`config.mk`:
```
export PLATFORM = sky130hd
export DESIGN_NAME = pwc_ctrl
export DESIGN_NICKNAME = d
export VERILOG_FILES = /design/src/rtl/pwc_pkg.sv /design/src/rtl/pwc_ctrl.sv
export SDC_FILE = /design/constraint.sdc
export NUM_CORES = 1
export LEC_CHECK = 0
export ABC_AREA = 1
export ABC_CLOCK_PERIOD_IN_PS = 6680
export BUFFER_PORTS_ARGS = -buffer_cell sky130_fd_sc_hd__buf_2
export CAP_MARGIN = 20
export CELL_PAD_IN_SITES_DETAIL_PLACEMENT = 0
export CELL_PAD_IN_SITES_GLOBAL_PLACEMENT = 2
export CORE_ASPECT_RATIO = 1.2
export CORE_MARGIN = 2
export CORE_UTILIZATION = 41
export DETAILED_ROUTE_END_ITERATION = 10
export MAX_ROUTING_LAYER = met4
export PLACE_DENSITY_LB_ADDON = 0.15
export SYNTH_ARGS = -nofsm -noshare
export SYNTH_HDL_FRONTEND = slang
export SYNTH_SLANG_ARGS = --single-unit
```
`constraint.sdc`:
```
create_clock -name clk -period 6.68 [get_ports clk]
set_input_delay 0.668 -clock clk [delete_from_list [all_inputs] [get_ports clk]]
set_output_delay 0.668 -clock clk [all_outputs]
set_load 0.02 [all_outputs]
```
`src/rtl/pwc_pkg.sv`:
```
// Package of constants for the PWM control block
// What this block does
// - Per-generator interrupt and trigger enable register
// - Period equals ticks between zero pulses
// - Period read returns last written value
// - Later period writes replace pending ones
// - Module enable: four generator, four fault bits
// - Clearing enable bits masks only those
// - Raw and masked module status views
// - Suppressed outputs forced during fault
// - Unsuppressed outputs follow waveform during fault
// - Suppressed level low by default
// - Fault level high drives suppressed high when both control bits are set
// - Fault level ignored without suppression
// - Per-output inversion makes output active low
// - Generator fault is OR of enabled sources
// - Status bits cleared by writing ones
`default_nettype none
package pwc_pkg;
  // Register byte offsets, generator blocks at 0x40 + 0x10 * g
  localparam logic [7:0] OFS_CTRL = 8'h00;     // extended fault, fault-level valid
  localparam logic [7:0] OFS_INTEN = 8'h04;    // module interrupt enable
  localparam logic [7:0] OFS_RIS = 8'h08;      // raw status (read)
  localparam logic [7:0] OFS_ISC = 8'h0C;      // masked status read, write one to clear fault bits
  localparam logic [7:0] OFS_SUPP = 8'h10;     // fault suppress per output
  localparam logic [7:0] OFS_FLVL = 8'h14;     // fault level per output
  localparam logic [7:0] OFS_INV = 8'h18;      // inversion per output
  localparam logic [7:0] OFS_FAULT_SRC = 8'h1C; // fault sense and enables
  localparam logic [7:0] OFS_GEN_BASE = 8'h40;
  localparam logic [3:0] GOFS_PERIOD = 4'h0;
  localparam logic [3:0] GOFS_INTTRIG = 4'h4;
  localparam logic [3:0] GOFS_GRIS = 4'h8;
  localparam logic [3:0] GOFS_GISC = 4'hC;
  // Field positions of the generator enable, fault source and control registers
  localparam int TRIG_SHIFT = 8;
  localparam int EVT_BITS = 6;
  localparam int FAULT_SHIFT = 16;
  localparam int CTRL_EXT_BIT = 0;
  localparam int CTRL_LVLV_BIT = 1;
  // Reset values
  localparam logic [15:0] PERIOD_RST = 16'h0100;
  localparam logic [31:0] ZERO_RST = 32'h0000_0000;
  localparam logic [31:0] SRC_RST = 32'h0001_0000;
endpackage
`default_nettype wire

```
`src/rtl/pwc_ctrl.sv`:
```
// PWM period, interrupt, fault suppression and output stage
//
// Register access over Wishbone and the address map are this design's own decisions.
`default_nettype none
module pwc_ctrl #(
  parameter int NGEN = 4,
  parameter int PW = 16
) (
  input wire logic clk, // 40 MHz clock
  input wire logic reset_n, // Synchronous reset, active low
  input wire logic ce, // Clock enable, freezes state when low
  input wire logic wb_cyc_i, // Wishbone cycle
  input wire logic wb_stb_i, // Wishbone strobe
  input wire logic wb_we_i, // Wishbone write
  input wire logic [7:0] wb_adr_i, // Byte address
  input wire logic [3:0] wb_sel_i, // Byte lanes
  input wire logic [31:0] wb_dat_i, // Write data
  output logic [31:0] wb_dat_o, // Read data
  output logic wb_ack_o, // Acknowledge
  input wire logic [3:0] fault_in, // Fault pins, asynchronous
  input wire logic [2*NGEN-1:0] pwm_raw, // Generated waveforms
  input wire logic [NGEN-1:0] cmp_a_hit, // Comparator A match
  input wire logic [NGEN-1:0] cmp_b_hit, // Comparator B match
  output logic [2*NGEN-1:0] pwm_out, // Final outputs
  output logic [NGEN-1:0] count_zero, // Zero-count pulses
  output logic [NGEN-1:0] adc_trig, // Trigger pulses
  output logic irq // Level interrupt
);
  // Local copy of the event count, keeps field slices short
  localparam int EVT_BITS = pwc_pkg::EVT_BITS;

  // Overview of the data flow
  // Bus writes land only at the edge that carries the ack
  // Reads are latched one edge early, then held for the master
  // Fault pins pass two flops, then sense and enable masks
  // Each generator runs an up/down counter in PWM ticks
  // Zero pulse opens every period, peak pulse is the load event
  // Events feed sticky status and the trigger outputs
  // Module status folds generator status with fault edges
  // Output stage: suppress, optional level, then inversion
  // Limitation: periods below three ticks are not supported
  // Limitation: fault sources are shared by all generators
  // Trade-off: generator status lags events by one clock, module status by two, no comb path
  // Hazard: clock enable low freezes counters and the bus
  logic [3:0] f_s1_r, f_s2_r;
  logic [31:0] ctrl_r, inten_r, ris_r, supp_r, flvl_r, inv_r, src_r;
  logic [PW-1:0] per_prog_r [NGEN];
  logic [PW-1:0] per_act_r [NGEN];
  logic [PW-1:0] cnt_r [NGEN];
  logic [NGEN-1:0] dir_r;
  logic [15:0] inttrig_r [NGEN];
  logic [EVT_BITS-1:0] gris_r [NGEN];
  logic [EVT_BITS-1:0] evt [NGEN];
  logic [NGEN-1:0] load_pulse;
  logic [NGEN-1:0] gfault;
  logic [3:0] fault_evt;
  logic [3:0] f_prev_r;
  logic [7:0] mis;
  logic wr, rd_en;
  logic [31:0] rdata_nxt;

  // Byte-lane merge, used by every configuration register write
  function automatic logic [31:0] merge(input logic [31:0] old, input logic [31:0] d, input logic [3:0] sel);
    merge = old;
    for (int i = 0; i < 4; i++)
    begin
      if (sel[i])
        merge[8*i +: 8] = d[8*i +: 8];
    end
  endfunction

  // Generator register address test
  function automatic logic gen_hit(input logic [7:0] a, input int g, input logic [3:0] o);
    gen_hit = (a == (pwc_pkg::OFS_GEN_BASE + 8'(g * 16) + {4'h0, o}));
  endfunction

  // Peak count, half the period; odd periods add a tick at zero
  function automatic logic [PW-1:0] half_per(input logic [PW-1:0] p);
    half_per = p >> 1;
  endfunction

  // Write lands at the ack edge, while the master still holds it
  assign wr = wb_cyc_i && wb_stb_i && wb_we_i && wb_ack_o && ce;
  // Request taken one edge before the ack
  assign rd_en = wb_cyc_i && wb_stb_i && !wb_ack_o && ce;

  // Fault pin synchroniser, two stages before any use
  always_ff @(posedge clk)
  begin
    if (!reset_n)
    begin
      f_s1_r <= 4'h0;
      f_s2_r <= 4'h0;
      f_prev_r <= 4'h0;
    end
    else if (ce)
    begin
      f_s1_r <= fault_in;
      f_s2_r <= f_s1_r;
      f_prev_r <= f_s2_r;
    end
  end

  // Rising edge of a synchronised, sense-adjusted fault
  assign fault_evt = (f_s2_r ^ src_r[3:0]) & ~(f_prev_r ^ src_r[3:0]);

  // Module-level configuration registers
  always_ff @(posedge clk)
  begin
    if (!reset_n)
    begin
      ctrl_r <= pwc_pkg::ZERO_RST;
      inten_r <= pwc_pkg::ZERO_RST;
      supp_r <= pwc_pkg::ZERO_RST;
      flvl_r <= pwc_pkg::ZERO_RST;
      inv_r <= pwc_pkg::ZERO_RST;
      src_r <= pwc_pkg::SRC_RST;
    end
    else if (wr)
    begin
      unique case (wb_adr_i)
        pwc_pkg::OFS_CTRL: ctrl_r <= merge(ctrl_r, wb_dat_i, wb_sel_i) & 32'h0000_0003;
        pwc_pkg::OFS_INTEN: inten_r <= merge(inten_r, wb_dat_i, wb_sel_i) & 32'h0000_00FF;
        pwc_pkg::OFS_SUPP: supp_r <= merge(supp_r, wb_dat_i, wb_sel_i) & 32'h0000_00FF;
        pwc_pkg::OFS_FLVL: flvl_r <= merge(flvl_r, wb_dat_i, wb_sel_i) & 32'h0000_00FF;
        pwc_pkg::OFS_INV: inv_r <= merge(inv_r, wb_dat_i, wb_sel_i) & 32'h0000_00FF;
        pwc_pkg::OFS_FAULT_SRC: src_r <= merge(src_r, wb_dat_i, wb_sel_i) & 32'h000F_000F;
        default: ;
      endcase
    end
  end

  // Per-generator counters, period and events
  for (genvar g = 0; g < NGEN; g++)
  begin : gen_g
    // OR of enabled sensed fault sources
    assign gfault[g] = |((f_s2_r ^ src_r[3:0]) & src_r[pwc_pkg::FAULT_SHIFT +: 4]);
    // Load event at the peak, first tick of the down slope
    assign load_pulse[g] = (cnt_r[g] == half_per(per_act_r[g])) && !dir_r[g];
    assign count_zero[g] = (cnt_r[g] == '0) && !dir_r[g] && ce;
    assign evt[g] = {cmp_b_hit[g] && !dir_r[g], cmp_b_hit[g] && dir_r[g],
                     cmp_a_hit[g] && !dir_r[g], cmp_a_hit[g] && dir_r[g],
                     load_pulse[g], count_zero[g]};
    assign adc_trig[g] = |(evt[g] & inttrig_r[g][pwc_pkg::TRIG_SHIFT +: EVT_BITS]) && ce;

    // Programmed period; last write wins
    always_ff @(posedge clk)
    begin
      if (!reset_n)
        per_prog_r[g] <= pwc_pkg::PERIOD_RST;
      else if (wr && gen_hit(wb_adr_i, g, pwc_pkg::GOFS_PERIOD))
        per_prog_r[g] <= PW'(merge(32'(per_prog_r[g]), wb_dat_i, wb_sel_i));
    end

    // Active period taken at zero so a period never tears
    always_ff @(posedge clk)
    begin
      if (!reset_n)
        per_act_r[g] <= pwc_pkg::PERIOD_RST;
      else if (count_zero[g])
        per_act_r[g] <= per_prog_r[g];
    end

    // Up/down counter, zero pulse once per period
    always_ff @(posedge clk)
    begin
      if (!reset_n)
      begin
        cnt_r[g] <= '0;
        dir_r[g] <= 1'b1;
      end
      else if (ce)
      begin
        // up H, down H, plus one tick if odd
        if (dir_r[g] && cnt_r[g] + PW'(1) >= half_per(per_act_r[g]))
        begin
          cnt_r[g] <= cnt_r[g] + PW'(1);
          dir_r[g] <= 1'b0;
        end
        // Zero: new period taken now, so its parity decides
        else if (!dir_r[g] && cnt_r[g] == '0)
        begin
          cnt_r[g] <= per_prog_r[g][0] ? '0 : PW'(1);
          dir_r[g] <= 1'b1;
        end
        else if (dir_r[g])
          cnt_r[g] <= cnt_r[g] + PW'(1);
        else
          cnt_r[g] <= cnt_r[g] - PW'(1);
      end
    end

    // Interrupt and trigger enable register
    always_ff @(posedge clk)
    begin
      if (!reset_n)
        inttrig_r[g] <= 16'h0000;
      else if (wr && gen_hit(wb_adr_i, g, pwc_pkg::GOFS_INTTRIG))
        inttrig_r[g] <= 16'(merge(32'(inttrig_r[g]), wb_dat_i, wb_sel_i)) & 16'h3F3F;
    end

    // Generator status, set beats clear
    always_ff @(posedge clk)
    begin
      if (!reset_n)
        gris_r[g] <= '0;
      else if (ce)
      begin
        // write one to clear, new event wins
        if (wr && gen_hit(wb_adr_i, g, pwc_pkg::GOFS_GISC) && wb_sel_i[0])
          gris_r[g] <= (gris_r[g] & ~wb_dat_i[EVT_BITS-1:0]) | evt[g];
        else
          gris_r[g] <= gris_r[g] | evt[g];
      end
    end
  end

  // Module raw status: generators in low nibble, faults high
  always_ff @(posedge clk)
  begin
    if (!reset_n)
      ris_r <= pwc_pkg::ZERO_RST;
    else if (ce)
    begin
      for (int g = 0; g < NGEN; g++)
      begin
        if (|(gris_r[g] & inttrig_r[g][EVT_BITS-1:0]))
          ris_r[g] <= 1'b1;
        else
          ris_r[g] <= 1'b0;
      end
      for (int f = 0; f < 4; f++)
      begin
        // Sticky fault bits; a clear in the event cycle loses
        if (fault_evt[f])
          ris_r[4+f] <= 1'b1;
        else if (wr && wb_adr_i == pwc_pkg::OFS_ISC && wb_sel_i[0] && wb_dat_i[4+f])
          ris_r[4+f] <= 1'b0;
      end
    end
  end

  assign mis = ris_r[7:0] & inten_r[7:0];
  assign irq = |mis;

  // Output stage: suppress, level, invert
  always_ff @(posedge clk)
  begin
    if (!reset_n)
      pwm_out <= '0;
    else if (ce)
    begin
      for (int o = 0; o < 2*NGEN; o++)
      begin
        logic v;
        v = pwm_raw[o];
        if (gfault[o/2] && supp_r[o])
          v = ctrl_r[pwc_pkg::CTRL_EXT_BIT] && ctrl_r[pwc_pkg::CTRL_LVLV_BIT] && flvl_r[o];
        pwm_out[o] <= v ^ inv_r[o];
      end
    end
  end

  // Read mux
  always_comb
  begin
    rdata_nxt = 32'h0000_0000;
    unique case (wb_adr_i)
      pwc_pkg::OFS_CTRL: rdata_nxt = ctrl_r;
      pwc_pkg::OFS_INTEN: rdata_nxt = inten_r;
      pwc_pkg::OFS_RIS: rdata_nxt = {24'h0, ris_r[7:0]};
      pwc_pkg::OFS_ISC: rdata_nxt = {24'h0, mis};
      pwc_pkg::OFS_SUPP: rdata_nxt = supp_r;
      pwc_pkg::OFS_FLVL: rdata_nxt = flvl_r;
      pwc_pkg::OFS_INV: rdata_nxt = inv_r;
      pwc_pkg::OFS_FAULT_SRC: rdata_nxt = src_r;
      default: ;
    endcase
    for (int g = 0; g < NGEN; g++)
    begin
      if (gen_hit(wb_adr_i, g, pwc_pkg::GOFS_PERIOD))
        rdata_nxt = 32'(per_prog_r[g]);
      if (gen_hit(wb_adr_i, g, pwc_pkg::GOFS_INTTRIG))
        rdata_nxt = 32'(inttrig_r[g]);
      if (gen_hit(wb_adr_i, g, pwc_pkg::GOFS_GRIS))
        rdata_nxt = 32'(gris_r[g]);
      if (gen_hit(wb_adr_i, g, pwc_pkg::GOFS_GISC))
        rdata_nxt = 32'(gris_r[g] & inttrig_r[g][EVT_BITS-1:0]);
    end
  end

  // One-wait-state ack, dropped the cycle after
  always_ff @(posedge clk)
  begin
    if (!reset_n)
    begin
      wb_ack_o <= 1'b0;
      wb_dat_o <= 32'h0000_0000;
    end
    else if (ce)
    begin
      wb_ack_o <= rd_en;
      // Writes leave the read data alone so it holds until a read
      if (rd_en && !wb_we_i)
        wb_dat_o <= rdata_nxt;
    end
  end
endmodule
`default_nettype wire

```
==> summary.md <==
| Metric | Value |
|---|---|
| Top-area cell type share of the netlist area | 37.5% |
| Post-Route M1 WL | 29000 um |
| Initial antenna violation count | 0 |
| Clock root cell | clkbuf_16 |
| Post-DP Area | 0.0217 mm2 |
| Tot GR Track Use | 25.8% |
| CP Class | reg -> out |
| First-pass GRT wire length | 100000 um |
| Rows | 90 |
| Final Cycle Share | 63.5% |
| Register area share after synthesis | 46.6% |
| Maxcap violations | 0 |
| Arrival @ worst endpoint | 3.57 ns |
| Core box area | 0.0502 mm2 |
| Die Ht | 251 um |
| Min Tclk post-route | 4.24 ns |
| Clock buffer depth | 3 |
| Power per cell area | 233 mW/mm2 |
| Crit path launch type | flop |
| Drc violations | 0 |
| Crit. End Element | primary output |
| Die area | 0.0527 mm2 |
| Final setup vio count | 0 |
| Peak supply drop | 0.000203 V |
| Slew Limit Headroom | 24.5% |
| Status | completed |
| WL met2 | 32500 um |
| Design Power | 0.00536 W |
| FF+latch count, synth | 355 |
| CTS Buf Count | 40 |
| Gr ovfl total | 0 |
| Yosys warnings | 0 |
| Clock Skew | 0.0312 ns |
| Max layer used | met4 |
| Min-Delay Path Class | in -> reg |
| PortBufs | 94 |
| Hold_ws | 0.288 ns |
| Routed wire length | 66200 um |
| Mapped Area | 0.0208 mm2 |
| Leak Pwr | 9.90 nW |
| TNS Setup | 0 ns |
| Slew @ Worst Pin | 1.13 ns |
| Die Wd | 210 um |
| Post-cts gate resize count | 0 |
| Post-synth EDFFs | 260 |
| Yosys top cell by area | edfxtp_1 |
| Hpwl dp | 48700 um |
| Met3 WL | 3120 um |
| CP max FO | 5 |
| Via count | 17400 |
| Max-slew violations | 0 |
| IO Pins | 120 |
| Largest net degree at the start of global routing | 61 |
| Dominant register cell in the synthesized netlist | edfxtp_1 |
| Final hold violation count | 0 |
| Number of diodes | 0 |
| RSZ-0062 raised after global routing | no |
| Final Cell Area | 0.0230 mm2 |
| Drt initial violations | 1194 |
| Netlist cell types | 60 |
| FF+latch area | 0.00971 mm2 |
| Clk Latency, worst-skew pair | 0.58 ns |
| Synthesized area per cell | 8.16 um2 |
| Area of the multi-input gates | 0.00911 mm2 |
| Synth Instances | 2556 |
| Clk sinks | 355 |
| Number of global-route vias before repair | 16700 |
| Drt pass-1 iters | 5 |
| Clk slew on worst S/H paths | 0.06 ns |
| H-tree depth | 2 |
| CTS tree | yes |
| Setup Fix Bufs, Post-CTS | 0 |
| Final Wtd Congestion | 0.888 |
| Vias/cell | 5.27 |
| CP required | 6.01 ns |
| Wire length per cell | 20.1 um |
| Synth top area cells | edfxtp_1, dfxtp_1, nand2_1 |
| Max frequency | 236 MHz |
| Register-to-register setup slack | 3.12 ns |
| Hold buffer count at cts | 0 |
| FILL cells | 5107 |
| Routed Antenna Nets | 0 |
| NumNets Final | 2754 |
| Asr flop ratio synth | 0% |
| Layout cell share with drive strength beyond 1 | 9.37% |
| Core Util, Final | 45.8% |
| Synth-to-Final Area Change | 10.4% |
| Initial core utilization | 41.5% |
[cell usage after synthesis, types with 4 or more instances]
cell type  count
buf_4         17
clkinv_1      10
o221ai_1       6
xor2_1       106
o21ai_1        4
nand2_1      502
nor2_4        15
inv_1        384
ha_1          68
nor3_4         4
a31oi_1        7
a221oi_1       7
nor2_2        16
a211oi_1       7
or2_0          4
clkbuf_1      66
nor2_1       307
nor3_2         9
nand4_1       41
nand2_2        5
o211ai_1       5
o31ai_1        6
o21a_1         5
o21ai_0      179
dfxtp_1       95
nand3_1       94
or2_2          5
xnor2_1       20
nor4_1         9
o22ai_1       22
edfxtp_1     260
a21oi_1      169
buf_2          6
buf_6         11
a22o_1        10
nor3_1        34
inv_2          6
[cell usage in the layout (no fill, tap or decap), types with 6 or more instances in the layout]
master | synthesis | layout
nor3_1 | 34 | 34
edfxtp_1 | 260 | 260
nand3_1 | 94 | 94
buf_4 | 17 | 14
o22ai_1 | 22 | 22
clkinv_2 | 0 | 9
nor2_2 | 16 | 16
o221ai_1 | 6 | 6
nand4_1 | 41 | 41
nand2_1 | 502 | 500
clkbuf_16 | 0 | 41
clkinvlp_4 | 0 | 7
a31oi_1 | 7 | 7
xnor2_1 | 20 | 20
nor2_4 | 15 | 15
nor2_1 | 307 | 307
nor4_1 | 9 | 9
inv_2 | 6 | 6
dfxtp_1 | 95 | 95
buf_2 | 6 | 96
o31ai_1 | 6 | 6
inv_1 | 384 | 384
a22o_1 | 10 | 10
a21oi_1 | 169 | 169
conb_1 | 1 | 12
clkinv_1 | 10 | 14
o21ai_0 | 179 | 179
a221oi_1 | 7 | 7
xor2_1 | 106 | 106
a211oi_1 | 7 | 7
nand2_2 | 5 | 6
nor3_2 | 9 | 9
ha_1 | 68 | 68
[layer usage]
metal / GRT usage [%] / vias up
met3: 2.75 / 89
met1: 33.0 / 8301
li1: - / 8494
met4: 6.50 / 0
met2: 43.7 / 474
met5: - / -
[critical path, cell delays in order (launching register included)]
cell      delay [ns]
edfxtp_1        0.48
inv_1           0.18
ha_1            0.19
inv_1           0.04
nor2_1          0.12
nand2_1         0.10
nor3_1          0.29
nand4_1         0.20
nor2_1          0.13
inv_1           0.10
nor2_1          0.17
nand3_1         0.20
inv_1           0.27
nand2_1         0.08
o211ai_1        0.14
nand2_1         0.09
inv_1           0.06
buf_2           0.16
[final timing paths]
check	startpoint	endpoint	depth (start not counted)
setup reg to reg	wb_ack_o	per_prog_r[0][11]	8
hold reg to reg	wb_dat_o[2]	wb_dat_o[2]	2
setup / recovery	cnt_r[2][0]	adc_trig[2]	17
hold / removal	fault_in[2]	f_s1_r[2]	3
[area by class of cell]
type	count	share of cell area (%)
inverter	401	6.55
clock buffer	48	4.70
clock inverter	26	0.903
timing repair buffer	110	2.55
sequential	355	42.2
tap	644	3.50
multi-input combinational	1708	39.6
[sequential cells by signal, indices dropped and copies added, names as in the netlist, 8 cells and up]
name        flops
cnt_r          64
per_prog_r     64
per_act_r      60
inttrig_r      48
gris_r         24
wb_dat_o       20
flvl_r          8
inten_r         8
inv_r           8
pwm_out         8
ris_r           8
src_r           8
supp_r          8
[power by group]
group | leakage [nW] | internal [W] | switching, W | total [W]
registers | 3.49 | 0.00245 | 0.000107 | 0.00256
clock network | 0.620 | 0.00124 | 0.000983 | 0.00223
logic | 5.79 | 0.000180 | 0.000390 | 0.000570
[metrics by stage]
stage | std cells | setup WS (ns)
3_3_place_gp | 3216 | 2.41
2_1_floorplan | 2567 | 2.57
5_1_grt | 3292 | 2.13
6_report | 3292 | 2.44
4_1_cts | 3290 | 2.42
3_5_place_dp | 3216 | 2.31
[cell families (layout without fill, tap and decap cells)]
group / after synthesis / after routing / synth area share (%)
compound gates: 447 / 447 / 12.0
xor+xnor: 126 / 126 / 5.29
fa+ha+maj: 68 / 68 / 4.08
buf+inv: 504 / 585 / 9.98
flops: 355 / 355 / 46.6
mux: 2 / 2 / 0.0960
other cells: 1 / 12 / 0.0180
simple gates: 1053 / 1053 / 22.0
Power figures use the tool's default switching activity.
